File: src/verilog/scwd_pkg.sv
// Package: constants, states and carriers of the scan cycle watchdog supervisor
package scwd_pkg;

  // ----------------------------------------
  // Clock and time base
  // ----------------------------------------
  localparam int CLK_MHZ      = 250;
  localparam int TICK_US      = 10;
  localparam int TICK_CYCLES  = TICK_US * CLK_MHZ;

  // Times in their own units, as printed
  localparam int WD_DEFAULT_MS = 130;
  localparam int WD_STEP_MS    = 100;
  localparam int HARD_LIM_MS   = 6500;
  localparam int CYC_ERR_MS    = 100;
  localparam int FAST_TMR_MS   = 10;
  localparam int PULSE002_MS   = 20;
  localparam int PULSE02_MS    = 200;
  localparam int OVERSEE_US    = 2900;
  localparam int IN_GRP_US     = 70;
  localparam int OUT_GRP_US    = 40;
  localparam int SVC_MIN_US    = 200;
  localparam int SVC_DMIN_US   = 1000;
  localparam int HOST_MAX_US   = 8000;
  localparam int IORF_BASE_US  = 600;
  localparam int IORF_IN_US    = 70 * 2;
  localparam int IORF_OUT_US   = 40 * 2;

  // Times in 10 us ticks; least times and the hard limit round up, other longest times round down
  localparam logic [19:0] WD_DEFAULT_T = 20'(WD_DEFAULT_MS * 1000 / TICK_US);
  localparam logic [19:0] WD_STEP_T    = 20'(WD_STEP_MS * 1000 / TICK_US);
  localparam logic [19:0] HARD_LIM_T   = 20'((HARD_LIM_MS * 1000 + TICK_US - 1) / TICK_US);
  localparam logic [19:0] CYC_ERR_T    = 20'(CYC_ERR_MS * 1000 / TICK_US);
  localparam logic [19:0] FAST_TMR_T   = 20'(FAST_TMR_MS * 1000 / TICK_US);
  localparam logic [19:0] PULSE002_T   = 20'(PULSE002_MS * 1000 / TICK_US);
  localparam logic [19:0] PULSE02_T    = 20'(PULSE02_MS * 1000 / TICK_US);
  localparam logic [19:0] OVERSEE_T    = 20'((OVERSEE_US + TICK_US - 1) / TICK_US);
  localparam logic [19:0] IN_GRP_T     = 20'((IN_GRP_US + TICK_US - 1) / TICK_US);
  localparam logic [19:0] OUT_GRP_T    = 20'((OUT_GRP_US + TICK_US - 1) / TICK_US);
  localparam logic [19:0] SVC_MIN_T    = 20'((SVC_MIN_US + TICK_US - 1) / TICK_US);
  localparam logic [19:0] SVC_DMIN_T   = 20'((SVC_DMIN_US + TICK_US - 1) / TICK_US);
  localparam logic [19:0] HOST_MAX_T   = 20'(HOST_MAX_US / TICK_US);
  localparam logic [19:0] IORF_BASE_T  = 20'((IORF_BASE_US + TICK_US - 1) / TICK_US);
  localparam logic [19:0] IORF_IN_T    = 20'((IORF_IN_US + TICK_US - 1) / TICK_US);
  localparam logic [19:0] IORF_OUT_T   = 20'((IORF_OUT_US + TICK_US - 1) / TICK_US);

  // ----------------------------------------
  // Codes and ranges
  // ----------------------------------------
  localparam logic [7:0] FATAL_WD     = 8'h9f;
  localparam logic [6:0] SVC_DEF_PCT  = 7'h05;
  localparam logic [6:0] SVC_MAX_PCT  = 7'h63;
  localparam logic [6:0] PCT_SCALE    = 7'h64;
  localparam logic [5:0] IO_WORD_LAST = 6'h27;
  localparam logic [1:0] INIT_STEPS   = 2'h3;

  // Register offsets (byte addresses)
  localparam logic [7:0] REG_SVC_CFG = 8'h00;
  localparam logic [7:0] REG_ADJ     = 8'h04;
  localparam logic [7:0] REG_IO_CFG  = 8'h08;
  localparam logic [7:0] REG_STATUS  = 8'h0c;
  localparam logic [7:0] REG_MASK    = 8'h10;
  localparam logic [7:0] REG_MAX_CYC = 8'h14;
  localparam logic [7:0] REG_CUR_CYC = 8'h18;
  localparam logic [7:0] REG_FLAGS   = 8'h1c;
  localparam logic [7:0] REG_WD_LIM  = 8'h20;

  // Status and mask bit positions
  localparam int ST_FATAL   = 0;
  localparam int ST_CYC_ERR = 1;
  localparam int ST_CYC_END = 2;
  localparam int ST_IORF    = 3;

  // ----------------------------------------
  // Types
  // ----------------------------------------
  typedef enum logic [8:0] {
    PH_INIT    = 9'h001,
    PH_OVERSEE = 9'h002,
    PH_EXEC    = 9'h004,
    PH_ADJUST  = 9'h008,
    PH_REFRESH = 9'h010,
    PH_SERIAL  = 9'h020,
    PH_HOST    = 9'h040,
    PH_PERIPH  = 9'h080,
    PH_HALT    = 9'h100
  } scwd_phase_e;

  typedef struct packed {
    logic       wr;
    logic       rd;
    logic [7:0] addr;
    logic [31:0] wdata;
  } scwd_bus_s;

  typedef struct packed {
    logic       valid;
    logic       cond;
    logic [5:0] operand;
  } scwd_wdt_s;

  typedef struct packed {
    logic       valid;
    logic       cond;
    logic       is_input;
    logic [5:0] first;
    logic [5:0] last;
  } scwd_iorf_s;

  typedef struct packed {
    logic fast_timer_bad;
    logic pulse002_bad;
    logic cycle_timer_err;
    logic pulse02_bad;
  } scwd_flags_s;

endpackage

File: src/verilog/scwd_supervisor.sv
// Scan cycle sequencer, cycle timer, watchdog and immediate I/O refresh engine
//
// Contract
// - Extend instruction adds 100 ms times operand
// - Default watchdog limit is 130 ms
// - Cycle over limit halts with code 9F
// - Cycle reaching 6500 ms always halts, 9F
// - Cycle of 100 ms sets cycle-timer error
// - Flag degraded timing at 10, 20, 200 ms
// - Refresh instruction refreshes words first to last
// - Refresh takes 600 us plus per-word time
// - Neither instruction alters condition flags
// - Keep maximum and current cycle times
// - Three init steps once, then cycle forever
// - Cycle opens with 2.9 ms overseeing phase
// - Adjust phase pads cycle, else under 1 ms
// - I/O refresh 0.07/0.04 ms per 8 points
// - Serial and peripheral share, 0.2/1 ms minimum
// - Host link phase at most 8 ms
//
// Our own choices: the plain strobed port and the address map.
`timescale 1ns/1ps

module scwd_supervisor
  import scwd_pkg::*;
#(
  parameter logic [15:0] TICK_DIV = 16'(TICK_CYCLES)
)(
  input  wire logic        core_clk,
  input  wire logic        reset,
  input  wire scwd_bus_s   bus,
  output logic      [31:0] rdata,
  input  wire logic        exec_done,
  input  wire scwd_wdt_s   wdt_instr,
  input  wire scwd_iorf_s  iorf_instr,
  input  wire logic        host_cmd_pending,
  output scwd_phase_e      phase,
  output logic             halted,
  output logic      [7:0]  fatal_alarm,
  output scwd_flags_s      timing_flags,
  output logic             watchdog_restart,
  output logic             io_cycle_refresh,
  output logic             iorf_busy,
  output logic             io_word_strobe,
  output logic      [5:0]  io_word_idx,
  output logic             io_word_is_input,
  output logic             irq
);

  // ----------------------------------------
  // State
  // ----------------------------------------
  typedef struct packed {
    scwd_phase_e phase;
    logic [15:0] div;
    logic [19:0] cyc;
    logic [19:0] ph;
    logic [19:0] base;
    logic [19:0] lim;
    logic [19:0] cur;
    logic [19:0] max;
    logic [15:0] svc_cfg;
    logic [19:0] adj;
    logic [15:0] io_cfg;
    logic [3:0]  status;
    logic [3:0]  mask;
    scwd_flags_s flags;
    logic [7:0]  fatal;
    logic [31:0] rdata;
    logic        wd_rst;
    logic        rf_busy;
    logic        rf_in;
    logic [5:0]  rf_word;
    logic [5:0]  rf_last;
    logic [19:0] rf_cnt;
    logic        rf_stb;
    logic [5:0]  rf_idx;
  } scwd_state_s;

  scwd_state_s s_q;
  scwd_state_s s_d;

  // ----------------------------------------
  // Helpers
  // ----------------------------------------
  // Share check by cross-multiplying avoids a divider in the loop
  function automatic logic share_done(input logic [19:0] ph, input logic [7:0] cfg,
                                      input logic [19:0] base);
    logic [6:0]  pct;
    logic [19:0] lo;
    pct = cfg[7] ? ((cfg[6:0] > SVC_MAX_PCT) ? SVC_MAX_PCT : cfg[6:0]) : SVC_DEF_PCT;
    lo  = cfg[7] ? SVC_MIN_T : SVC_DMIN_T;
    return (ph >= lo) && (27'(ph) * 27'(PCT_SCALE) >= 27'(pct) * 27'(base));
  endfunction

  function automatic logic [19:0] add_sat(input logic [19:0] a, input logic [20:0] b);
    logic [20:0] sum;
    sum = 21'(a) + b;
    return sum[20] ? 20'hfffff : sum[19:0];
  endfunction

  logic        tick;
  logic        running;
  logic [19:0] cyc_nx;
  logic [19:0] ph_nx;
  logic [19:0] refresh_t;
  logic [3:0]  ev;
  logic [3:0]  clr;

  assign tick      = (s_q.div == TICK_DIV - 16'h0001);
  assign running   = !(s_q.phase inside {PH_INIT, PH_HALT});
  assign cyc_nx    = (running && tick) ? add_sat(s_q.cyc, 21'h000001) : s_q.cyc;
  assign ph_nx     = tick ? s_q.ph + 20'h00001 : s_q.ph;
  assign refresh_t = 20'(s_q.io_cfg[7:0] * IN_GRP_T) + 20'(s_q.io_cfg[15:8] * OUT_GRP_T);

  // ----------------------------------------
  // Next state
  // ----------------------------------------
  always_comb
  begin
    s_d        = s_q;
    ev         = 4'h0;
    clr        = 4'h0;
    s_d.wd_rst = 1'b0;
    s_d.rf_stb = 1'b0;
    s_d.rdata  = 32'h0;
    s_d.div    = tick ? 16'h0000 : s_q.div + 16'h0001;
    s_d.cyc    = cyc_nx;
    s_d.ph     = ph_nx;

    // Register writes
    if (bus.wr)
    begin
      unique case (bus.addr)
        REG_SVC_CFG: s_d.svc_cfg = bus.wdata[15:0];
        REG_ADJ:     s_d.adj     = bus.wdata[19:0];
        REG_IO_CFG:  s_d.io_cfg  = bus.wdata[15:0];
        REG_MASK:    s_d.mask    = bus.wdata[3:0];
        default:     ;
      endcase
    end

    // Register reads; a status read clears what it returned
    if (bus.rd)
    begin
      unique case (bus.addr)
        REG_SVC_CFG: s_d.rdata = {16'h0, s_q.svc_cfg};
        REG_ADJ:     s_d.rdata = {12'h0, s_q.adj};
        REG_IO_CFG:  s_d.rdata = {16'h0, s_q.io_cfg};
        REG_STATUS:
        begin
          s_d.rdata = {28'h0, s_q.status};
          clr       = s_q.status;
        end
        REG_MASK:    s_d.rdata = {28'h0, s_q.mask};
        REG_MAX_CYC: s_d.rdata = {12'h0, s_q.max};
        REG_CUR_CYC: s_d.rdata = {12'h0, s_q.cur};
        REG_FLAGS:   s_d.rdata = {15'h0, s_q.phase == PH_HALT, s_q.fatal, 4'h0, s_q.flags};
        REG_WD_LIM:  s_d.rdata = {12'h0, s_q.lim};
        default:     s_d.rdata = 32'h0;
      endcase
    end

    // Phase sequencer
    unique case (s_q.phase)
      PH_INIT:
      begin
        if (tick && s_q.ph[1:0] == INIT_STEPS - 2'h1)
        begin
          s_d.phase  = PH_OVERSEE;
          s_d.ph     = 20'h0;
          s_d.cyc    = 20'h0;
          s_d.lim    = WD_DEFAULT_T;
          s_d.wd_rst = 1'b1;
        end
      end
      PH_OVERSEE:
      begin
        if (tick && s_q.ph == OVERSEE_T - 20'h1)
        begin
          s_d.phase = PH_EXEC;
          s_d.ph    = 20'h0;
        end
      end
      PH_EXEC:
      begin
        // Both instructions leave condition flags alone; none are driven here
        if (wdt_instr.valid && wdt_instr.cond)
          s_d.lim = add_sat(s_q.lim, 21'(wdt_instr.operand) * 21'(WD_STEP_T));
        if (iorf_instr.valid && iorf_instr.cond && !s_q.rf_busy)
        begin
          s_d.rf_busy = 1'b1;
          s_d.rf_in   = iorf_instr.is_input;
          s_d.rf_word = iorf_instr.first;
          s_d.rf_last = iorf_instr.last;
          s_d.rf_cnt  = 20'h0;
        end
        if (exec_done && !s_q.rf_busy)
        begin
          s_d.phase = PH_ADJUST;
          s_d.ph    = 20'h0;
        end
      end
      PH_ADJUST:
      begin
        // Unpadded cycles leave on the next tick, well under 1 ms
        if (tick && s_q.cyc >= s_q.adj)
        begin
          s_d.phase = PH_REFRESH;
          s_d.ph    = 20'h0;
        end
      end
      PH_REFRESH:
      begin
        if (tick && ph_nx >= refresh_t)
        begin
          s_d.phase = PH_SERIAL;
          s_d.ph    = 20'h0;
          s_d.base  = s_q.cyc;
        end
      end
      PH_SERIAL:
      begin
        if (tick && share_done(ph_nx, s_q.svc_cfg[7:0], s_q.base))
        begin
          s_d.phase = PH_HOST;
          s_d.ph    = 20'h0;
        end
      end
      PH_HOST:
      begin
        if (tick && (!host_cmd_pending || ph_nx >= HOST_MAX_T))
        begin
          s_d.phase = PH_PERIPH;
          s_d.ph    = 20'h0;
        end
      end
      PH_PERIPH:
      begin
        if (tick && share_done(ph_nx, s_q.svc_cfg[15:8], s_q.base))
        begin
          s_d.cur                   = cyc_nx;
          s_d.max                   = (cyc_nx > s_q.max) ? cyc_nx : s_q.max;
          s_d.flags.fast_timer_bad  = cyc_nx >= FAST_TMR_T;
          s_d.flags.pulse002_bad    = cyc_nx >= PULSE002_T;
          s_d.flags.cycle_timer_err = cyc_nx >= CYC_ERR_T;
          s_d.flags.pulse02_bad     = cyc_nx >= PULSE02_T;
          ev[ST_CYC_END]            = 1'b1;
          ev[ST_CYC_ERR]            = cyc_nx >= CYC_ERR_T;
          s_d.phase                 = PH_OVERSEE;
          s_d.ph                    = 20'h0;
          s_d.cyc                   = 20'h0;
          s_d.lim                   = WD_DEFAULT_T;
          s_d.wd_rst                = 1'b1;
        end
      end
      PH_HALT: ;
    endcase

    // Immediate refresh: setup time, then one slot per word
    if (s_q.rf_busy && tick)
    begin
      s_d.rf_cnt = s_q.rf_cnt + 20'h1;
      if (s_q.rf_cnt + 20'h1 >= IORF_BASE_T + (s_q.rf_in ? IORF_IN_T : IORF_OUT_T))
      begin
        s_d.rf_stb  = 1'b1;
        s_d.rf_idx  = s_q.rf_word;
        s_d.rf_cnt  = IORF_BASE_T;
        s_d.rf_word = s_q.rf_word + 6'h1;
        if (s_q.rf_word >= s_q.rf_last || s_q.rf_word >= IO_WORD_LAST)
        begin
          s_d.rf_busy  = 1'b0;
          ev[ST_IORF]  = 1'b1;
        end
      end
    end

    // Overrun checks win over any phase change
    if (running && tick && (cyc_nx > s_q.lim || cyc_nx >= HARD_LIM_T))
    begin
      s_d.phase      = PH_HALT;
      s_d.fatal      = FATAL_WD;
      s_d.rf_busy    = 1'b0;
      ev[ST_FATAL]   = 1'b1;
    end

    // A new event beats a read clearing the same bit
    s_d.status = (s_q.status & ~clr) | ev;
  end

  always_ff @(posedge core_clk or posedge reset)
  begin
    if (reset)
    begin
      s_q       <= '0;
      s_q.phase <= PH_INIT;
      s_q.lim   <= WD_DEFAULT_T;
    end
    else
      s_q <= s_d;
  end

  // ----------------------------------------
  // Outputs
  // ----------------------------------------
  assign rdata            = s_q.rdata;
  assign phase            = s_q.phase;
  assign halted           = (s_q.phase == PH_HALT);
  assign fatal_alarm      = s_q.fatal;
  assign timing_flags     = s_q.flags;
  assign watchdog_restart = s_q.wd_rst && running;
  assign io_cycle_refresh = (s_q.phase == PH_REFRESH);
  assign iorf_busy        = s_q.rf_busy;
  assign io_word_strobe   = s_q.rf_stb;
  assign io_word_idx      = s_q.rf_idx;
  assign io_word_is_input = s_q.rf_in;
  assign irq              = |(s_q.status & s_q.mask);

  // ----------------------------------------
  // Assertions
  // ----------------------------------------
  property p_overrun_halts;
    @(posedge core_clk) disable iff (reset)
    running && tick && add_sat(s_q.cyc, 21'h1) > s_q.lim |=> halted && fatal_alarm == 8'h9f;
  endproperty
  a_overrun_halts: assert property (p_overrun_halts)
    else $error("cycle overran the limit without halting on 9F");

  property p_hard_limit;
    @(posedge core_clk) disable iff (reset)
    running && tick && s_q.cyc == 20'd649999 |=> halted;
  endproperty
  a_hard_limit: assert property (p_hard_limit)
    else $error("6500 ms cycle did not halt");

  property p_default_limit;
    @(posedge core_clk) disable iff (reset)
    watchdog_restart |-> s_q.lim == 20'd13000 && s_q.cyc == 20'd0 && phase == PH_OVERSEE;
  endproperty
  a_default_limit: assert property (p_default_limit)
    else $error("watchdog not restarted at 130 ms");

  property p_extend;
    @(posedge core_clk) disable iff (reset)
    phase == PH_EXEC && wdt_instr.valid && wdt_instr.cond && !(running && tick)
      |=> s_q.lim == add_sat($past(s_q.lim), 21'($past(wdt_instr.operand)) * 21'd10000);
  endproperty
  a_extend: assert property (p_extend)
    else $error("extend did not add 100 ms per step");

  property p_extend_off;
    @(posedge core_clk) disable iff (reset)
    phase == PH_EXEC && wdt_instr.valid && !wdt_instr.cond |=> $stable(s_q.lim);
  endproperty
  a_extend_off: assert property (p_extend_off)
    else $error("extend acted with its condition off");

  property p_oversee_len;
    @(posedge core_clk) disable iff (reset)
    phase == PH_OVERSEE && tick && s_q.ph < 20'd289 |=> phase inside {PH_OVERSEE, PH_HALT};
  endproperty
  a_oversee_len: assert property (p_oversee_len)
    else $error("overseeing phase ended before 2.9 ms");

  property p_cycle_record;
    @(posedge core_clk) disable iff (reset)
    watchdog_restart && $past(phase) == PH_PERIPH
      |-> s_q.cur == $past(cyc_nx) && s_q.max >= s_q.cur;
  endproperty
  a_cycle_record: assert property (p_cycle_record)
    else $error("current or maximum cycle time wrong");

  property p_cycle_err;
    @(posedge core_clk) disable iff (reset)
    watchdog_restart && $past(phase) == PH_PERIPH
      |-> timing_flags.cycle_timer_err == (s_q.cur >= 20'd10000);
  endproperty
  a_cycle_err: assert property (p_cycle_err)
    else $error("cycle-timer error flag disagrees with cycle time");

  property p_host_max;
    @(posedge core_clk) disable iff (reset)
    phase == PH_HOST && tick && s_q.ph == 20'd799 |=> phase != PH_HOST;
  endproperty
  a_host_max: assert property (p_host_max)
    else $error("host link phase ran past 8 ms");

  property p_iorf_off;
    @(posedge core_clk) disable iff (reset)
    iorf_instr.valid && !iorf_instr.cond && !iorf_busy |=> !iorf_busy;
  endproperty
  a_iorf_off: assert property (p_iorf_off)
    else $error("refresh started with its condition off");

  property p_status_sticky;
    @(posedge core_clk) disable iff (reset)
    s_q.status[ST_FATAL] && !(bus.rd && bus.addr == REG_STATUS) |=> s_q.status[ST_FATAL];
  endproperty
  a_status_sticky: assert property (p_status_sticky)
    else $error("fatal status bit dropped without a read");

endmodule
File: config.mk
export PLATFORM = sky130hd
export DESIGN_NAME = scwd_supervisor
export DESIGN_NICKNAME = d
export VERILOG_FILES = /design/src/verilog/scwd_pkg.sv /design/src/verilog/scwd_supervisor.sv
export SDC_FILE = /design/constraint.sdc
export NUM_CORES = 2
export LEC_CHECK = 0
export ABC_AREA = 0
export BUFFER_PORTS_ARGS = -buffer_cell sky130_fd_sc_hd__buf_2
export CAP_MARGIN = 20
export CELL_PAD_IN_SITES_DETAIL_PLACEMENT = 2
export CELL_PAD_IN_SITES_GLOBAL_PLACEMENT = 2
export CORE_MARGIN = 3
export CORE_UTILIZATION = 44
export DETAILED_ROUTE_END_ITERATION = 8
export MAX_ROUTING_LAYER = met4
export PLACE_DENSITY = 0.94
export SYNTH_ARGS = -nofsm -noshare
export SYNTH_HDL_FRONTEND = slang
export SYNTH_SLANG_ARGS = --single-unit
File: constraint.sdc
create_clock -name core_clk -period 27.6 [get_ports core_clk]
set_input_delay 4.14 -clock core_clk [delete_from_list [all_inputs] [get_ports core_clk]]
set_output_delay 4.14 -clock core_clk [all_outputs]
set_load 0.02 [all_outputs]
# After elaboration in Yosys (flattened, before gate mapping)
# Index checks and enable logic that the tools add are counted.
[word_totals] regBits=284 input_bits=69 out_inout_bits=66
[op_classes] add_sub_neg=8 mul=5 magnitude_cmp=19 eq_ne=31 muxes=60 n_bitwise=4 reduce_logical=42
[ops] op="$mux W20" n=13
[ops] op="$pmux W20 S9" n=1
[ops] op="$pmux W20 S8" n=1
[ops] op="$mux W40" n=3
[ops] op="$mux W9" n=9
[ops] op="$pmux W9 S8" n=1
[ops] op="$mux W34" n=2
[ops] op="$ge A20 B7 Y1" n=3
[ops] op="$mux W60" n=1
[ops] op="$pmux W20 S3" n=1
[ops] op="$ge A27 B27 Y1" n=2
[ops] op="$mul A7 B20 Y27" n=2
[ops] op="$mux W27" n=2
[ops] op="$mux W7" n=6
[ops] op="$add A20 B1 Y20 const B" n=2
[ops] op="$ge A20 B10 Y1 const B" n=2
[ops] op="$gt A20 B20 Y1" n=2
[ops] op="$pmux W20 S2" n=1
[ops] op="$eq A8 B5 Y1 const B" n=4
[ops] op="$mul A20 B5 Y25 const B" n=1
[ops] op="$add A20 B1 Y21 const B" n=1
[ops] op="$add A20 B20 Y21" n=1
[ops] op="$eq A20 B9 Y1 const B" n=1
[ops] op="$ge A20 B11 Y1 const B" n=1
[ops] op="other kinds (54)" n=106

# Longest topological paths before layout
[logic_depth] word_depth=10 ltp_mapped=35 ltp_nobuf=32

# Worst setup path before layout
# OpenSTA, ideal clock, no wires.
[synth_path] path_kind="input -> register" start="input port wdt_instr[0] (netlist name)" end="register s_q[192] (netlist name)" setup_time_ns=0.098 arrival_ns=8.264 required_time_ns=27.502 path_slack_ns=19.238 path_stages=20 n_path_buf=0 path_cell_list="fa_1 inv_1 fa_1 inv_1 ha_1 fa_1 a21oi_1 nor2_1 nor2_1 o21bai_1 a21oi_1 xnor2_1 ha_1 or2_2 a21oi_1 a31oi_1 a31oi_1 a21oi_1 o21ai_1 o211ai_1"
[synth_between] elab_chain_len=5
[synth_rtl] element="from (decl)" line="scwd_supervisor.sv:34" text="input wire scwd_wdt_s wdt_instr,"
[synth_rtl] element="$mul A6 B10 Y16" line="scwd_supervisor.sv:189" text="s_d.lim = add_sat(s_q.lim, 21'(wdt_instr.operand) * 21'(WD_STEP_T));"
[synth_rtl] element="$add A20 B20 Y21" line="scwd_supervisor.sv:98" text="sum = 21'(a) + b;"
[synth_rtl] element="$mux W20" line="scwd_supervisor.sv:99" text="return sum[20] ? 20'hfffff : sum[19:0];"
[synth_rtl] element="$mux W20" line="scwd_supervisor.sv:188" text="if (wdt_instr.valid && wdt_instr.cond)"
[synth_rtl] element="$pmux W20 S3" line="scwd_supervisor.sv:165" text="unique case (s_q.phase)"
[synth_rtl] element="to (decl)" line="scwd_supervisor.sv:80" text="scwd_state_s s_q;"
# No other way between the ends. The select of a mux whose other input is x is not followed.
# A chain may end at the register's enable or synchronous reset.

# Final worst setup path
[layout_path] start="register s_q[267] (netlist name)" end="register s_q[150] (netlist name)"
[layout_between] elab_chain_len=7 elab_cells_between_ends=11 cone_classes="1 x mul; 3 x order compare; 1 x eq/ne; 2 x mux; 4 x reduce/logical"
[layout_rtl] element="$eq A16 B12 Y1 (*)" line="scwd_supervisor.sv:110" text="assign tick = (s_q.div == TICK_DIV - 16'h0001);"
[layout_rtl] element="$mux W20" line="scwd_supervisor.sv:113" text="assign ph_nx = tick ? s_q.ph + 20'h00001 : s_q.ph;"
[layout_rtl] element="$mul A20 B5 Y25" line="scwd_supervisor.sv:93" text="return (ph >= lo) && (27'(ph) * 27'(PCT_SCALE) >= 27'(pct) * 27'(base));"
[layout_rtl] element="$ge A27 B27 Y1" line="scwd_supervisor.sv:93"
[layout_rtl] element="$logic_and A1 B1 Y1" line="scwd_supervisor.sv:93"
[layout_rtl] element="$logic_and A1 B1 Y1" line="scwd_supervisor.sv:240" text="if (tick && share_done(ph_nx, s_q.svc_cfg[15:8], s_q.base))"
[layout_rtl] element="$reduce_and A3 Y1 (no line)"
# Every way passes the cells marked *; elsewhere a longest branch is shown, timed or not.

==> impl_metrics.json <==
{
  "status": "finished, final reports clean",
  "post-route-min-period_ns": 12.25,
  "synthCells": 3123,
  "ys_top_cells_by_count": "365 x ha_1, 339 x inv_1, 263 x dfrtp_1",
  "clk_pin_slew_worst_paths_ns": 0.07,
  "worst_slack_ns": 15.35,
  "gp_congestion": 0.963,
  "fin_crit_sh_pct": 44.4,
  "critPathArrivalTime_ns": 12.71,
  "pwr_density_cell_nw_per_um2": 35.1,
  "vias_per_cell": 7.01,
  "post-route-util_pct": 48.3,
  "post_cts_buffers": 0,
  "drt_iter0_drc": 3393,
  "hold_class": "register to register",
  "dieArea_um2": 69100,
  "synthMostInstantiatedCell": "ha_1",
  "gr-usage-all-layers_pct": 41.3,
  "rsz0062_at_grt": "false",
  "start_util_pct": 44.8,
  "core_um2": 64800,
  "drc": 0,
  "final_area_um2": 31300,
  "clk_path_buf_depth": 3,
  "cts_hold_buf": 0,
  "final_max_slew_viol_count": 0,
  "avgSynthCellArea_um2": 9.29,
  "ys_seq_area_share_pct": 23.3,
  "dieWidth_um": 263,
  "wl_per_cell_um": 38.1,
  "fmax_mhz": 81.6,
  "dieHeight_um": 263,
  "nets": 3785,
  "post_cts_resized": 0,
  "io_pins": 135,
  "cts_tree": "done",
  "dpl_cell_area_um2": 30100,
  "async_flop_share_pct": 100,
  "end_kind": "register",
  "grt_max_degree": 125,
  "ant_nets": 0,
  "clk_latency_ns": 0.65,
  "vdd_ir_drop_max_mv": 0.0520,
  "finalWirelength_mm": 154,
  "cts_root_buf": "clkbuf_16",
  "finalHoldViolations": 0,
  "max_stage_delay_ns": 0.85,
  "yosysWarnings": 0,
  "ys_ff_latch": 270,
  "p_leak_uw": 0.0160,
  "finClkSkew_ns": 0.0255,
  "synth_area_um2": 29000,
  "grt_pass1_vias": 31700,
  "grt_pass1_wl_mm": 211,
  "syn2layout_area_growth_pct": 7.91,
  "critical_path_class": "register to register",
  "cp.required_ns": 28.05,
  "yosysTopAreaCellShare_pct": 22.7,
  "final_cells": 4030,
  "clock-sinks": 270,
  "drive_gt1_share_pct": 11.2,
  "antenna_found_initial": 13,
  "place_ws_ns": 16.89,
  "max_cap_viol_count": 0,
  "crit_path_top_delay_cell": "o21ai_0",
  "critPathMaxFanout": 30,
  "cpMostUsedCell": "ha_1",
  "hpwl_mm": 94.3,
  "netlist.top_cell.by_area": "dfrtp_1",
  "finalSetupTns_ns": 0,
  "synth_edf_count": 0,
  "slew_headroom_pct": 16.2,
  "route.vias.total": 28200,
  "setup_viol": 0,
  "synthTopCellsByArea": "dfrtp_1 23%, ha_1 16%, fa_1 15%",
  "row_count": 93,
  "dr.pass1.iters": 7,
  "ys_types": 87,
  "critPathLaunchType": "register",
  "numCtsBuffers": 31,
  "synth_ff_type": "dfrtp_1",
  "port_buffers": 108,
  "max_slew.worst_pin.slew_ns": 1.25,
  "grt_overflow": 0,
  "htreeDepth": 1,
  "dp_cells": 3952
}
routing by layer:
metal / share of wire [%] / GRT usage (%) / wire [µm]
met1: 33 / 42.4 / 50600
met5: 0 / - / 0
met3: 8.8 / 8.12 / 13600
met2: 47 / 69.2 / 72200
met4: 11 / 33.0 / 17200
power breakdown:
group          internal, µW  total [µW]  switching [µW]
registers               402         422            19.7
logic                  70.4         213             143
clock network           250         466             215
total                   723        1100             378
final timing paths:
kind                       depth (start not counted)                   end  slack (ns)                  from
max                                               32  s_q[150]$_DFFE_PP0P_       15.35    s_q[267]$_DFF_PP0_
min in group asynchronous                          2     s_q[38]$_DFF_PP0_        3.71                 reset
max in group asynchronous                          4    s_q[258]$_DFF_PP0_       21.79                 reset
min                                                2  s_q[178]$_DFFE_PP0P_        0.52  s_q[178]$_DFFE_PP0P_
max reg2reg                                       32  s_q[150]$_DFFE_PP0P_       15.35    s_q[267]$_DFF_PP0_
min reg2reg                                        2  s_q[178]$_DFFE_PP0P_        0.52  s_q[178]$_DFFE_PP0P_
sequential cells by signal, summed over array words and instances, names as in the netlist:
signal	flops
fatal_alarm	1
io_word_idx	6
io_word_is_input	1
io_word_strobe	1
iorf_busy	1
phase	9
rdata	20
s_q	227
timing_flags	4
critical path: cells and delay by family (launching register included):
family / cells / cell delay [ns]
buffers and inverters: 6 / 1.59
AND/OR/NAND/NOR: 9 / 2.95
XOR/XNOR: 1 / 0.43
adder cells (fa/ha/maj): 6 / 2.19
AO/OA/AOI/OAI: 9 / 3.62
multiplexers: 1 / 0.71
flip-flops: 1 / 0.49
kinds of logic (layout without fill, tap and decap cells):
logic type                 Yosys count  in the layout  share of synthesized area (%)
muxes                              124            124                           4.70
DFF                                270            270                           23.3
adders and majority gates          580            580                           30.6
xor gates and xnor gates           132            132                           3.98
other                                1             28                         0.0129
AOI/OAI and AO/OA                  562            562                           12.9
and+or+nand+nor                    933            933                           17.0
buffers and inverters              521            546                           7.56
through the flow:
stage / total power, µW / hold WS (ns)
6_report: 1100 / 0.517
5_1_grt: 1110 / 0.545
4_1_cts: 1060 / 0.508
3_5_place_dp: 592 / 0.476
3_3_place_gp: 570 / 0.465
2_1_floorplan: 532 / 0.450
layout by cell type, fill, tap and decap left out, types with 53 or more instances in the layout:
master	n
ha_1	365
xnor2_1	79
nand2_1	216
mux2_2	99
a21o_1	63
o21ai_0	100
a21oi_1	128
and3_1	105
xor2_1	53
fa_1	215
dfrtp_1	263
nand3_1	58
and2_1	161
inv_1	338
nor2_1	158
buf_2	109
final cells by class:
type | count | area [µm²]
fillers | 6753 | 33500
multi-input cells | 2345 | 20200
flip-flops and latches | 270 | 6770
inverters | 340 | 1280
well taps | 855 | 1070
repair buffers | 148 | 930
clock buffers | 45 | 918
clock inverters | 13 | 139
diodes | 14 | 35.0
Note: power is estimated with default switching activity, not from simulation.
